===== config.mk =====
export PLATFORM = sky130hd
export DESIGN_NAME = gdfc_core
export DESIGN_NICKNAME = d
export VERILOG_FILES = /design/src/include/gdfc_pkg.sv /design/src/logic/gdfc_delay_line.sv /design/src/logic/gdfc_core.sv
export VERILOG_INCLUDE_DIRS = /design/src /design/src/include
export SDC_FILE = /design/constraint.sdc
export NUM_CORES = 1
export LEC_CHECK = 0
export ABC_AREA = 0
export BUFFER_PORTS_ARGS = -buffer_cell sky130_fd_sc_hd__buf_2
export CORE_ASPECT_RATIO = 0.75
export CORE_MARGIN = 3
export CORE_UTILIZATION = 50
export DETAILED_ROUTE_END_ITERATION = 10
export PLACE_DENSITY = 0.7
export SYNTH_ARGS = -nofsm -noshare
export SYNTH_HDL_FRONTEND = slang
export SYNTH_SLANG_ARGS = --single-unit
export TNS_END_PERCENT = 50

===== constraint.sdc =====
create_clock -name sys_clk -period 4.4 [get_ports sys_clk]
set_clock_uncertainty 0.05 [all_clocks]
set_input_delay 0.88 -clock sys_clk [delete_from_list [all_inputs] [get_ports sys_clk]]
set_output_delay 0.88 -clock sys_clk [all_outputs]
set_load 0.03 [all_outputs]

===== src/include/gdfc_params.svh =====
// Timing constants of the gate driver fault controller.
`ifndef GDFC_PARAMS_SVH
`define GDFC_PARAMS_SVH
`define GDFC_CLK_PERIOD_NS      10
`define GDFC_TURN_ON_LAT_NS     100
`define GDFC_TURN_OFF_LAT_NS    125
`define GDFC_ACK_DELAY_NS       190
`define GDFC_ACK_WIDTH_NS       600
`define GDFC_ACK_MIN_NS         400
`define GDFC_ACK_MAX_NS         1050
`define GDFC_RESPONSE_US        8
`define GDFC_BLOCK_US           8
`define GDFC_STRETCH_US         8
`define GDFC_SC_OFF_NS          200
`define GDFC_TURN_ON_CYC   ((`GDFC_TURN_ON_LAT_NS + `GDFC_CLK_PERIOD_NS - 1) / `GDFC_CLK_PERIOD_NS)
`define GDFC_TURN_OFF_CYC  ((`GDFC_TURN_OFF_LAT_NS + `GDFC_CLK_PERIOD_NS - 1) / `GDFC_CLK_PERIOD_NS)
`define GDFC_ACK_DELAY_CYC (`GDFC_ACK_DELAY_NS / `GDFC_CLK_PERIOD_NS)
`define GDFC_ACK_CYC       (`GDFC_ACK_WIDTH_NS / `GDFC_CLK_PERIOD_NS)
`define GDFC_RESPONSE_CYC  (`GDFC_RESPONSE_US * 1000 / `GDFC_CLK_PERIOD_NS)
`define GDFC_BLOCK_CYC     (`GDFC_BLOCK_US * 1000 / `GDFC_CLK_PERIOD_NS)
`define GDFC_STRETCH_CYC   (`GDFC_STRETCH_US * 1000 / `GDFC_CLK_PERIOD_NS)
`define GDFC_SC_OFF_CYC    (`GDFC_SC_OFF_NS / `GDFC_CLK_PERIOD_NS)
`endif


===== src/include/gdfc_pkg.sv =====
// Types of the gate driver fault controller.
package gdfc_pkg;
    typedef logic [15:0] gdfc_cnt_t;
    typedef enum logic [2:0] {
        GDFC_OFF    = 3'b000,
        GDFC_ON_RES = 3'b001,
        GDFC_ON_OK  = 3'b010,
        GDFC_SC_DLY = 3'b011,
        GDFC_SC_BLK = 3'b100,
        GDFC_LOCK   = 3'b101
    } gdfc_state_t;
endpackage : gdfc_pkg


===== src/logic/gdfc_delay_line.sv =====
// Fixed-latency delay of a one-bit level with separate rise and fall latencies.
`timescale 1ns/100ps
module gdfc_delay_line
    import gdfc_pkg::*;
#(
    parameter gdfc_cnt_t RISE_CYC = 16'h000A,
    parameter gdfc_cnt_t FALL_CYC = 16'h000D
)
(
    // Clock and reset.
    input  wire logic sys_clk,
    input  wire logic rst,
    // Level in and delayed level out.
    input  wire logic din,
    output logic      dout
);
    gdfc_cnt_t cnt_q;
    logic      tgt_q;
    logic      dout_q;
    // A change that reverses before it has matured restarts the count.
    wire logic      differs  = din != dout_q;
    wire gdfc_cnt_t lat      = din ? RISE_CYC : FALL_CYC;
    wire logic      matured  = differs && (cnt_q + 16'h0001 >= lat);

    always_ff @(posedge sys_clk or posedge rst)
    begin
        if (rst)
        begin
            cnt_q  <= 16'h0000;
            tgt_q  <= 1'b0;
            dout_q <= 1'b0;
        end
        else
        begin
            tgt_q  <= din;
            cnt_q  <= (!differs || matured || tgt_q != din) ? 16'h0000 : cnt_q + 16'h0001;
            if (matured)
                dout_q <= din;
        end
    end

    assign dout = dout_q;
endmodule : gdfc_delay_line


===== src/logic/gdfc_core.sv =====
// Control logic of a single-channel gate driver with optical command and status links.
// What this block does
// Gate on while command light present, off while absent.
// Command edges reach the gate after fixed, direction-specific latencies.
// Status light on when healthy; any failure turns it off.
// Command edges answered by short status light-off pulses; an edge during the delay or pulse of an earlier one shares that pulse.
// Undervoltage lock turns status light off and forces gate off.
// Undervoltage fault held for as long as the condition lasts.
// Fault shown during power-up until both rails clear their thresholds.
// Under lock, gate control moves from positive to negative rail.
// After turn-on, wait response time, then compare desaturation sense.
// Declared short circuit turns status light off at once.
// Gate switched off turn-off delay after response time ends.
// Short-circuit fault clears itself after blocking time; light off meanwhile.
// After shutdown, gate stays off until a fresh rising command edge.
// Controller may check each acknowledge to supervise driver and link.
// Acknowledge reaches controller about 190 ns after a command edge.
// Acknowledge pulse lasts 400 to 1050 ns, nominally 600 ns.
// Undervoltage fault indication stretched about 8 us after the condition ends.
// Detection to gate turn-off is about 0.2 us.
// All intervals timed by counters on the logic clock.
// Fault indication outranks acknowledge; light off until both end.
`timescale 1ns/100ps
`include "gdfc_params.svh"
module gdfc_core
    import gdfc_pkg::*;
#(
    parameter gdfc_cnt_t RESPONSE_CYC = gdfc_cnt_t'(`GDFC_RESPONSE_CYC),
    parameter gdfc_cnt_t BLOCK_CYC    = gdfc_cnt_t'(`GDFC_BLOCK_CYC),
    parameter gdfc_cnt_t STRETCH_CYC  = gdfc_cnt_t'(`GDFC_STRETCH_CYC)
)
(
    // Clock and reset.
    input  wire logic sys_clk,
    input  wire logic rst,
    // Optical links, light present is high.
    input  wire logic command_light_input,
    output logic      status_light_output,
    // Secondary-side supply monitors, high while each rail is above clearance.
    input  wire logic positive_rail_ok,
    input  wire logic negative_rail_ok,
    // Desaturation comparator, high when sense exceeds threshold.
    input  wire logic desat_over_threshold,
    // Gate stage controls.
    output logic      gate_on,
    output logic      positive_gate_rail_ctrl,
    output logic      negative_gate_rail_ctrl,
    // Observation of the lock state.
    output logic      supply_undervoltage_lock
);
    localparam gdfc_cnt_t SC_OFF_CYC    = gdfc_cnt_t'(`GDFC_SC_OFF_CYC);
    localparam gdfc_cnt_t ACK_CYC       = gdfc_cnt_t'(`GDFC_ACK_CYC);
    localparam gdfc_cnt_t ACK_DELAY_CYC = gdfc_cnt_t'(`GDFC_ACK_DELAY_CYC);

    function automatic logic done(input gdfc_cnt_t c, input gdfc_cnt_t lim);
        done = (c + 16'h0001) >= lim;
    endfunction : done

    // Three-stage synchronisers; a change counts once stages two and three agree.
    logic [2:0] cmd_s_q;
    logic [2:0] pos_s_q;
    logic [2:0] neg_s_q;
    logic [2:0] des_s_q;
    logic       cmd_q;
    logic       pos_q;
    logic       neg_q;
    logic       des_q;

    always_ff @(posedge sys_clk or posedge rst)
    begin
        if (rst)
        begin
            cmd_s_q <= 3'h0;
            pos_s_q <= 3'h0;
            neg_s_q <= 3'h0;
            des_s_q <= 3'h0;
            cmd_q   <= 1'b0;
            pos_q   <= 1'b0;
            neg_q   <= 1'b0;
            des_q   <= 1'b0;
        end
        else
        begin
            cmd_s_q <= {cmd_s_q[1:0], command_light_input};
            pos_s_q <= {pos_s_q[1:0], positive_rail_ok};
            neg_s_q <= {neg_s_q[1:0], negative_rail_ok};
            des_s_q <= {des_s_q[1:0], desat_over_threshold};
            if (cmd_s_q[1] == cmd_s_q[2])
                cmd_q <= cmd_s_q[2];
            if (pos_s_q[1] == pos_s_q[2])
                pos_q <= pos_s_q[2];
            if (neg_s_q[1] == neg_s_q[2])
                neg_q <= neg_s_q[2];
            if (des_s_q[1] == des_s_q[2])
                des_q <= des_s_q[2];
        end
    end

    // Command with turn-on and turn-off latency applied.
    logic cmd_dly;
    gdfc_delay_line #(
        .RISE_CYC (gdfc_cnt_t'(`GDFC_TURN_ON_CYC)),
        .FALL_CYC (gdfc_cnt_t'(`GDFC_TURN_OFF_CYC))
    ) u_cmd_delay (
        .sys_clk (sys_clk),
        .rst     (rst),
        .din     (cmd_q),
        .dout    (cmd_dly)
    );

    logic      cmd_dly_prev_q;
    logic      cmd_prev_q;
    wire logic cmd_rise = cmd_dly && !cmd_dly_prev_q;
    wire logic cmd_edge = cmd_q != cmd_prev_q;
    // Both rails must be clear; reset leaves them unproven, so power-up shows a fault.
    wire logic uv_lock  = !(pos_q && neg_q);

    // Short-circuit sequencer.
    gdfc_state_t st_q;
    gdfc_state_t st_d;
    gdfc_cnt_t   sc_cnt_q;
    wire logic   sc_tick = done(sc_cnt_q, st_q == GDFC_ON_RES ? RESPONSE_CYC :
                                st_q == GDFC_SC_DLY ? SC_OFF_CYC : BLOCK_CYC);

    always_comb
    begin
        st_d = st_q;
        case (st_q)
            GDFC_OFF:
                if (cmd_rise && !uv_lock)
                    st_d = GDFC_ON_RES;
            GDFC_ON_RES:
                if (!cmd_dly || uv_lock)
                    st_d = GDFC_OFF;
                else if (sc_tick)
                    st_d = des_q ? GDFC_SC_DLY : GDFC_ON_OK;
            GDFC_ON_OK:
                if (!cmd_dly || uv_lock)
                    st_d = GDFC_OFF;
            GDFC_SC_DLY:
                if (sc_tick)
                    st_d = GDFC_SC_BLK;
            GDFC_SC_BLK:
                if (sc_tick)
                    st_d = GDFC_LOCK;
            GDFC_LOCK:
                if (cmd_rise && !uv_lock)
                    st_d = GDFC_ON_RES;
            default:
                st_d = GDFC_OFF;
        endcase
    end

    // Acknowledge: delay counter then width counter, restarted by each command edge.
    gdfc_cnt_t ack_dly_q;
    gdfc_cnt_t ack_w_q;
    logic      ack_wait_q;
    logic      ack_on_q;
    gdfc_cnt_t stretch_q;
    logic      gate_q;
    logic      status_q;

    wire logic sc_fault   = (st_q == GDFC_SC_DLY) || (st_q == GDFC_SC_BLK);
    wire logic fault_now  = uv_lock || sc_fault;
    wire logic fault_show = fault_now || (stretch_q != 16'h0000);
    wire logic gate_d     = !uv_lock && (st_d == GDFC_ON_RES || st_d == GDFC_ON_OK
                                         || st_d == GDFC_SC_DLY);

    always_ff @(posedge sys_clk or posedge rst)
    begin
        if (rst)
        begin
            st_q           <= GDFC_OFF;
            sc_cnt_q       <= 16'h0000;
            cmd_dly_prev_q <= 1'b0;
            cmd_prev_q     <= 1'b0;
            ack_dly_q      <= 16'h0000;
            ack_w_q        <= 16'h0000;
            ack_wait_q     <= 1'b0;
            ack_on_q       <= 1'b0;
            stretch_q      <= 16'h0000;
            gate_q         <= 1'b0;
            status_q       <= 1'b0;
        end
        else
        begin
            st_q           <= st_d;
            sc_cnt_q       <= (st_d != st_q) ? 16'h0000 : sc_cnt_q + 16'h0001;
            cmd_dly_prev_q <= cmd_dly;
            cmd_prev_q     <= cmd_q;
            // An edge during a running pulse lengthens it rather than cutting it short,
            // so the controller never sees a light-off pulse narrower than the minimum.
            if (cmd_edge && ack_on_q)
                ack_w_q <= 16'h0000;
            else if (cmd_edge)
            begin
                ack_wait_q <= 1'b1;
                ack_dly_q  <= 16'h0000;
            end
            else if (ack_wait_q)
            begin
                ack_dly_q <= ack_dly_q + 16'h0001;
                if (done(ack_dly_q, ACK_DELAY_CYC))
                begin
                    ack_wait_q <= 1'b0;
                    ack_on_q   <= 1'b1;
                    ack_w_q    <= 16'h0000;
                end
            end
            else if (ack_on_q)
            begin
                ack_w_q <= ack_w_q + 16'h0001;
                if (done(ack_w_q, ACK_CYC))
                    ack_on_q <= 1'b0;
            end
            // Stretch restarts while the undervoltage lock is present and counts down after.
            if (uv_lock)
                stretch_q <= STRETCH_CYC;
            else if (stretch_q != 16'h0000)
                stretch_q <= stretch_q - 16'h0001;
            gate_q   <= gate_d;
            status_q <= !(fault_show || ack_on_q);
        end
    end

    assign gate_on                  = gate_q;
    // The negative rail takes over the gate while locked, so the switch cannot creep on.
    assign positive_gate_rail_ctrl  = !uv_lock;
    assign negative_gate_rail_ctrl  = uv_lock;
    assign supply_undervoltage_lock = uv_lock;
    assign status_light_output      = status_q;
endmodule : gdfc_core


==> results of run 1 <==
-- layout by cell type, fill, tap and decap left out, types with 4 or more instances in the layout --
| cell type | count |
|---|---|
| or4_1 | 4 |
| buf_2 | 10 |
| nor4_1 | 9 |
| ha_1 | 15 |
| o31ai_1 | 8 |
| nor3b_1 | 5 |
| o21ai_2 | 9 |
| inv_1 | 27 |
| or3_1 | 7 |
| and3_1 | 10 |
| mux2i_1 | 4 |
| nor2_1 | 59 |
| or2_2 | 4 |
| and4_1 | 8 |
| dfrtp_1 | 106 |
| conb_1 | 12 |
| mux2_2 | 4 |
| a211oi_1 | 7 |
| and2_1 | 6 |
| xnor2_1 | 20 |
| nand2_1 | 73 |
| nand4_1 | 15 |
| a21oi_1 | 13 |
| maj3_1 | 4 |
| nor3_1 | 29 |
| xor2_1 | 12 |
| o41ai_1 | 4 |
| a31oi_1 | 21 |
| clkbuf_16 | 9 |
| nand3_1 | 27 |
| o21ai_0 | 33 |
-- metrics by stage --
step | setup slack, ns | std cells | cell area, sq um
after detailed placement | 1.17 | 763 | 5940
after global routing | 0.826 | 779 | 6240
after floorplan | 0.681 | 640 | 5830
after CTS | 1.17 | 779 | 6240
final | 1.08 | 779 | 6240
after global placement | 1.31 | 763 | 5940
-- per-layer routing --
metal	up-vias	track usage	wire [um]
met1	2184	0.280	5720
met5	-	0	0
met3	16	0.0440	418
li1	2271	-	-
met2	89	0.295	5470
met4	0	0.0575	152
-- final cells by class --
| class | instances | share of cell area |
|---|---|---|
| Clock buffer | 9 | 0.0361 |
| Inverter | 28 | 0.0172 |
| Multi-Input combinational cell | 477 | 0.471 |
| Timing Repair Buffer | 12 | 0.0104 |
| Tap cell | 140 | 0.0281 |
| Clock inverter | 7 | 0.0122 |
| Sequential cell | 106 | 0.425 |
-- power groups by stage --
stage          clock network, mW  registers [mW]  logic (mW)
2_1_floorplan                  0            1.12       0.297
3_3_place_gp                   0            1.15       0.341
3_5_place_dp                   0            1.16       0.353
4_1_cts                    0.838            1.14       0.361
5_1_grt                    0.882            1.15       0.418
6_report                   0.821            1.14       0.362
-- state kept, by name (all words and copies together), names as in the netlist, 16 cells and up --
register / cells
ack_dly_q: 16
ack_w_q: 16
sc_cnt_q: 16
stretch_q: 16
u_cmd_delay.cnt_q: 16
-- path summary, 6_finish.rpt --
| check | start | endpoint | slack, ns | depth (start not counted) |
|---|---|---|---|---|
| worst max-delay path | sc_cnt_q[2] | gate_on | 1.08 | 10 |
| worst min-delay path | cmd_s_q[0] | cmd_s_q[1] | 0.30 | 0 |
| worst max register to register | sc_cnt_q[2] | gate_on | 1.08 | 10 |
| worst min register to register | cmd_s_q[0] | cmd_s_q[1] | 0.30 | 0 |
| max in group asynchronous | rst | sc_cnt_q[2] | 2.69 | 3 |
| min in group asynchronous | rst | neg_q | 0.65 | 2 |
-- cells by family after synthesis --
logic type      count (synthesis)  share of synthesized area
buf+inv                        57                     0.0409
compound gates                133                      0.156
other cells                     1                   0.000648
xor+xnor                       32                     0.0484
fa+ha+maj                      19                     0.0393
simple gates                  273                      0.241
mux                             8                     0.0147
flops                         106                      0.458
==> metrics.cfg, run 1 <==
[setup_path]
crit_type=reg -> reg
critPathBufInv=0
worstPathArrival_ns=3.51
crit_family=simple AND/OR/NAND/NOR gates
critical-path-slowest-cell=or4_1
start_kind=flop
slowest_delay_ns=0.53
required_ns=4.59
path_cells=nand3_1, nor2_1, xor2_1, ha_1, or4_1, a211oi_1, o221ai_1, nor3_1, mux2_2, o21a_1
crit_path_max_fanout=7
cp-end-kind=flop

[logic_synthesis]
ys_types=68
synth-edff-count=0
synthMostInstantiatedCell=dfrtp_1
synth_commonest_cells=dfrtp_1, nand2_1, nor2_1
ys.flop_type=dfrtp_1
ys_ff_latch=106
yosysTopAreaCell=dfrtp_1
yosysSeqAreaShare=0.458
synth_area_sq_um=5790
ys.warnings.count=0
avgSynthCellArea_sq_um=9.20
synthCells=629
synth.top_cells.by_area=dfrtp_1, nand2_1, nor2_1, ha_1, xnor2_1
synthArstFlopShare=1.00
synth_top_area_share=0.458

[cts]
cts.sinks=106
cts_resized=0
cts_setup_buffers=0
cts_buffers=9
cts_tree=done
clockBufferDepth=2
root_buffer=clkbuf_16
insertion_delay_ns=0.35
htree_levels=3
cts_hold_buf=0
clk_pin_slew_worst_paths_ns=0.07

[placed_design]
dp_hpwl_mm=7.75
routabilityCongestion=0.826
port_buffers=10

[power]
internal_power_mw=1.62
p_per_area_nw_per_um2=372
p_comb_frac=0.156
switching_share=0.303
total_power_mw=2.32
netSwitchingPower_mw=0.703
power_frac_seq=0.490
p_leak_nw=2.66
pwr-share-clk=0.354
ir_drop_v=0.000259

[run_status]
status=finished, final reports clean

[route]
vias=4560
via_per_inst=5.85
drtIter0Drc=496
dr.pass1.iters=5
drt_wl_total_mm=11.8
ant_nets=0
drc=0
post_drt_wl_per_cell_um=15.1

[floorplanning]
start_util=0.521
fp.coreArea_sq_um=11100
die_w_um=130
num_io_pins=11
die_h_um=99.2
rows=33
die_area_sq_um=12900

[sta]
slew_violations=0
whs_ns=0.301
worst_pin_slew_ns=1.07
finalCriticalPeriod_ns=3.32
relSlewSlack=0.282
fin_setup_tns_ns=0
hold_viol=0
fmax_mhz=301
rsz0062_at_grt=no
setup_viol_count_final=0
period_share=0.754

[layout]
final.fill_count=933
antenna_cells=0
area_growth_pct=7.85
fin_util=0.562
seq_area_sq_um=2650
multi_input_area_sq_um=2940
fin_nets=655
drive_gt1_frac=0.0845

[global_route]
grtUsageTotal=0.194
grt_max_degree=72
antenna_found_initial=0
grt_pass1_vias=4381
grt_remaining_overflow=0
grt_pass1_wl_mm=20.5

[run]
cap_violations=0

[worst_hold_path]
hp-class=reg -> reg

No activity file was read; power rests on OpenSTA's default activity.
==> inputs of run 2 (changes only) <==
--- a/config.mk
+++ b/config.mk
@@ -6,7 +6,7 @@
 export SDC_FILE = /design/constraint.sdc
 export NUM_CORES = 1
 export LEC_CHECK = 0
-export ABC_AREA = 0
+export ABC_AREA = 1
 export BUFFER_PORTS_ARGS = -buffer_cell sky130_fd_sc_hd__buf_2
 export CORE_ASPECT_RATIO = 0.75
 export CORE_MARGIN = 3
==> constraint.sdc (replaced) <==
create_clock -name sys_clk -period 3.2 [get_ports sys_clk]
set_clock_uncertainty 0.05 [all_clocks]
set_input_delay 0.64 -clock sys_clk [delete_from_list [all_inputs] [get_ports sys_clk]]
set_output_delay 0.64 -clock sys_clk [all_outputs]
set_load 0.03 [all_outputs]
==> metrics.cfg, run 2 <==
[setup_path]
start_kind=flop
crit_type=reg -> reg
worstPathArrival_ns=3.09
cp-end-kind=flop
r2r_setup_slack_ns=0.29
crit_path_max_fanout=9
required_ns=3.38

[sta]
fmax_mhz=343
setup_viol_count_final=0
slew_violations=0
rsz0062_at_grt=no
final.setup.worst_slack_ns=0.288
period_share=0.910
relSlewSlack=0.418
worst_pin_slew_ns=0.871
fin_setup_tns_ns=0
hold_viol=0
finalCriticalPeriod_ns=2.91

[placed_design]
routabilityCongestion=0.877
pre_cts_ws_ns=0.180
dp_hpwl_mm=7.94
port_buffers=10

[cts]
cts_buffers=9
clk_pin_slew_worst_paths_ns=0.07
insertion_delay_ns=0.35
cts.sinks=106
root_buffer=clkbuf_16
clockBufferDepth=2
cts_resized=0
htree_levels=3
cts_tree=done

[floorplanning]
die_area_sq_um=13000
die_w_um=131
rows=33
die_h_um=99.6
start_util=0.524
num_io_pins=11
fp.coreArea_sq_um=11100

[logic_synthesis]
ys.flop_type=dfrtp_1
yosysSeqAreaShare=0.454
yosysTopAreaCell=dfrtp_1
synth-edff-count=0
synth.top_cells.by_area=dfrtp_1, nand2_1, inv_1, xor2_1, nor2_1
ys.warnings.count=0
synthArstFlopShare=1.00
synth_commonest_cells=nand2_1, dfrtp_1, inv_1
ys_types=40
synthCells=703
synth_area_sq_um=5840
avgSynthCellArea_sq_um=8.31
synthMostInstantiatedCell=nand2_1
synth_top_area_share=0.454
ys_ff_latch=106

[power]
p_per_area_nw_per_um2=532
ir_drop_v=0.000319
p_leak_nw=3.10

[run_status]
status=finished, final reports clean

[global_route]
antenna_found_initial=0
grt_pass1_wl_mm=19.6
grt_max_degree=41
grtUsageTotal=0.182
grt_remaining_overflow=0
grt_pass1_vias=4422

[route]
dr.pass1.iters=5
drc=0
ant_nets=0
vias=4563
post_drt_wl_per_cell_um=12.7
drt_wl_total_mm=11.2
drtIter0Drc=310
via_per_inst=5.19

[layout]
drive_gt1_frac=0.114
final_cell_mix=nand2_1, dfrtp_1, inv_1
fin_nets=755
final.fill_count=951
antenna_cells=0
area_growth_pct=10.9
layout_commonest_cell=nand2_1

[worst_hold_path]
hp-class=reg -> reg

[run]
cap_violations=0

==> run 2: cell types whose count changed after synthesis, moves of 11 or more <==
| cell | previous run | this run |
|---|---|---|
| nand2_2 | 0 | 12 |
| o22ai_1 | 2 | 15 |
| nor2_1 | 59 | 73 |
| xnor2_1 | 20 | 9 |
| inv_1 | 28 | 98 |
| nand3_1 | 27 | 44 |
| clkbuf_1 | 19 | 8 |
| a31oi_1 | 21 | 0 |
| nand2_1 | 73 | 144 |
| nor2_4 | 0 | 14 |
| xor2_1 | 12 | 35 |
==> run 2: layout make-up <==
type / instances / area [sq um] / area share
clock buffer: 9 / 225 / 0.0347
clock inverter: 7 / 98.8 / 0.0153
multi-input combinational: 497 / 2780 / 0.430
inverter: 99 / 375 / 0.0579
sequential: 106 / 2650 / 0.409
timing repair buffer: 21 / 170 / 0.0263
tap: 140 / 175 / 0.0270
==> run 2: cells by family (layout without fill, tap and decap cells) <==
kind of cell             after synthesis  count (layout)  share of synthesized area
AND/OR/NAND/NOR                      358             358                      0.298
XOR/XNOR                              44              44                     0.0660
flip-flops                           106             106                      0.454
adder cells (fa/ha/maj)               19              19                     0.0390
buffers and inverters                111             136                     0.0767
AO/OA/AOI/OAI                         64              64                     0.0657
other                                  1              12                   0.000642
==> run 2: layer usage <==
layer | vias up | GRT usage | routed length (um)
li1 | 2311 | - | -
met1 | 2151 | 0.246 | 5440
met2 | 87 | 0.294 | 5140
met3 | 14 | 0.0381 | 442
met4 | 0 | 0.0577 | 141
met5 | - | 0 | 0
==> run 2: metrics by stage <==
step	instances	utilization	power (mW)	hold WS [ns]	cell area [sq um]
finish	879	0.581	3.45	0.304	6480
global placement	859	0.548	2.13	0.283	6110
detailed placement	859	0.548	2.15	0.289	6110
global route	879	0.581	3.62	0.315	6480
CTS	875	0.578	3.37	0.306	6440
floorplan	714	-	2.05	0.281	5890
==> run 2: where the power goes <==
| part | switching, mW | internal (mW) |
|---|---|---|
| combinational | 0.466 | 0.257 |
| clock | 0.515 | 0.693 |
| sequential | 0.0871 | 1.43 |
==> run 2: timing repair <==
action / CTS / global route
buffers inserted: 0 / 4
hold buffers: 0 / 0
setup endpoints to repair: 0 / 16
hold endpoints to repair: 0 / 0
==> run 2: worst max-delay path: stages, from the launching register on <==
cell and delay (ns):
dfrtp_1 0.41, ha_1 0.26, nand3_2 0.15, inv_1 0.09
nand2_1 0.08, xor2_1 0.28, inv_1 0.08, ha_1 0.18
a21oi_1 0.15, nand3_1 0.14, nor2_4 0.19, nand2_2 0.11
nand2_2 0.08, nand3_2 0.09, nand2_2 0.10, nand2_2 0.06
nand3_4 0.09, buf_12 0.16, nor2_1 0.04
==> run 2: path summary, 6_finish.rpt <==
kind	startpoint	to	cells after the start
setup / recovery	sc_cnt_q[0]	sc_cnt_q[2]	18
hold / removal	des_s_q[0]	des_s_q[1]	0
setup reg to reg	sc_cnt_q[0]	sc_cnt_q[2]	18
hold reg to reg	des_s_q[0]	des_s_q[1]	0
max in group asynchronous	rst	stretch_q[1]	3
min in group asynchronous	rst	des_s_q[0]	2
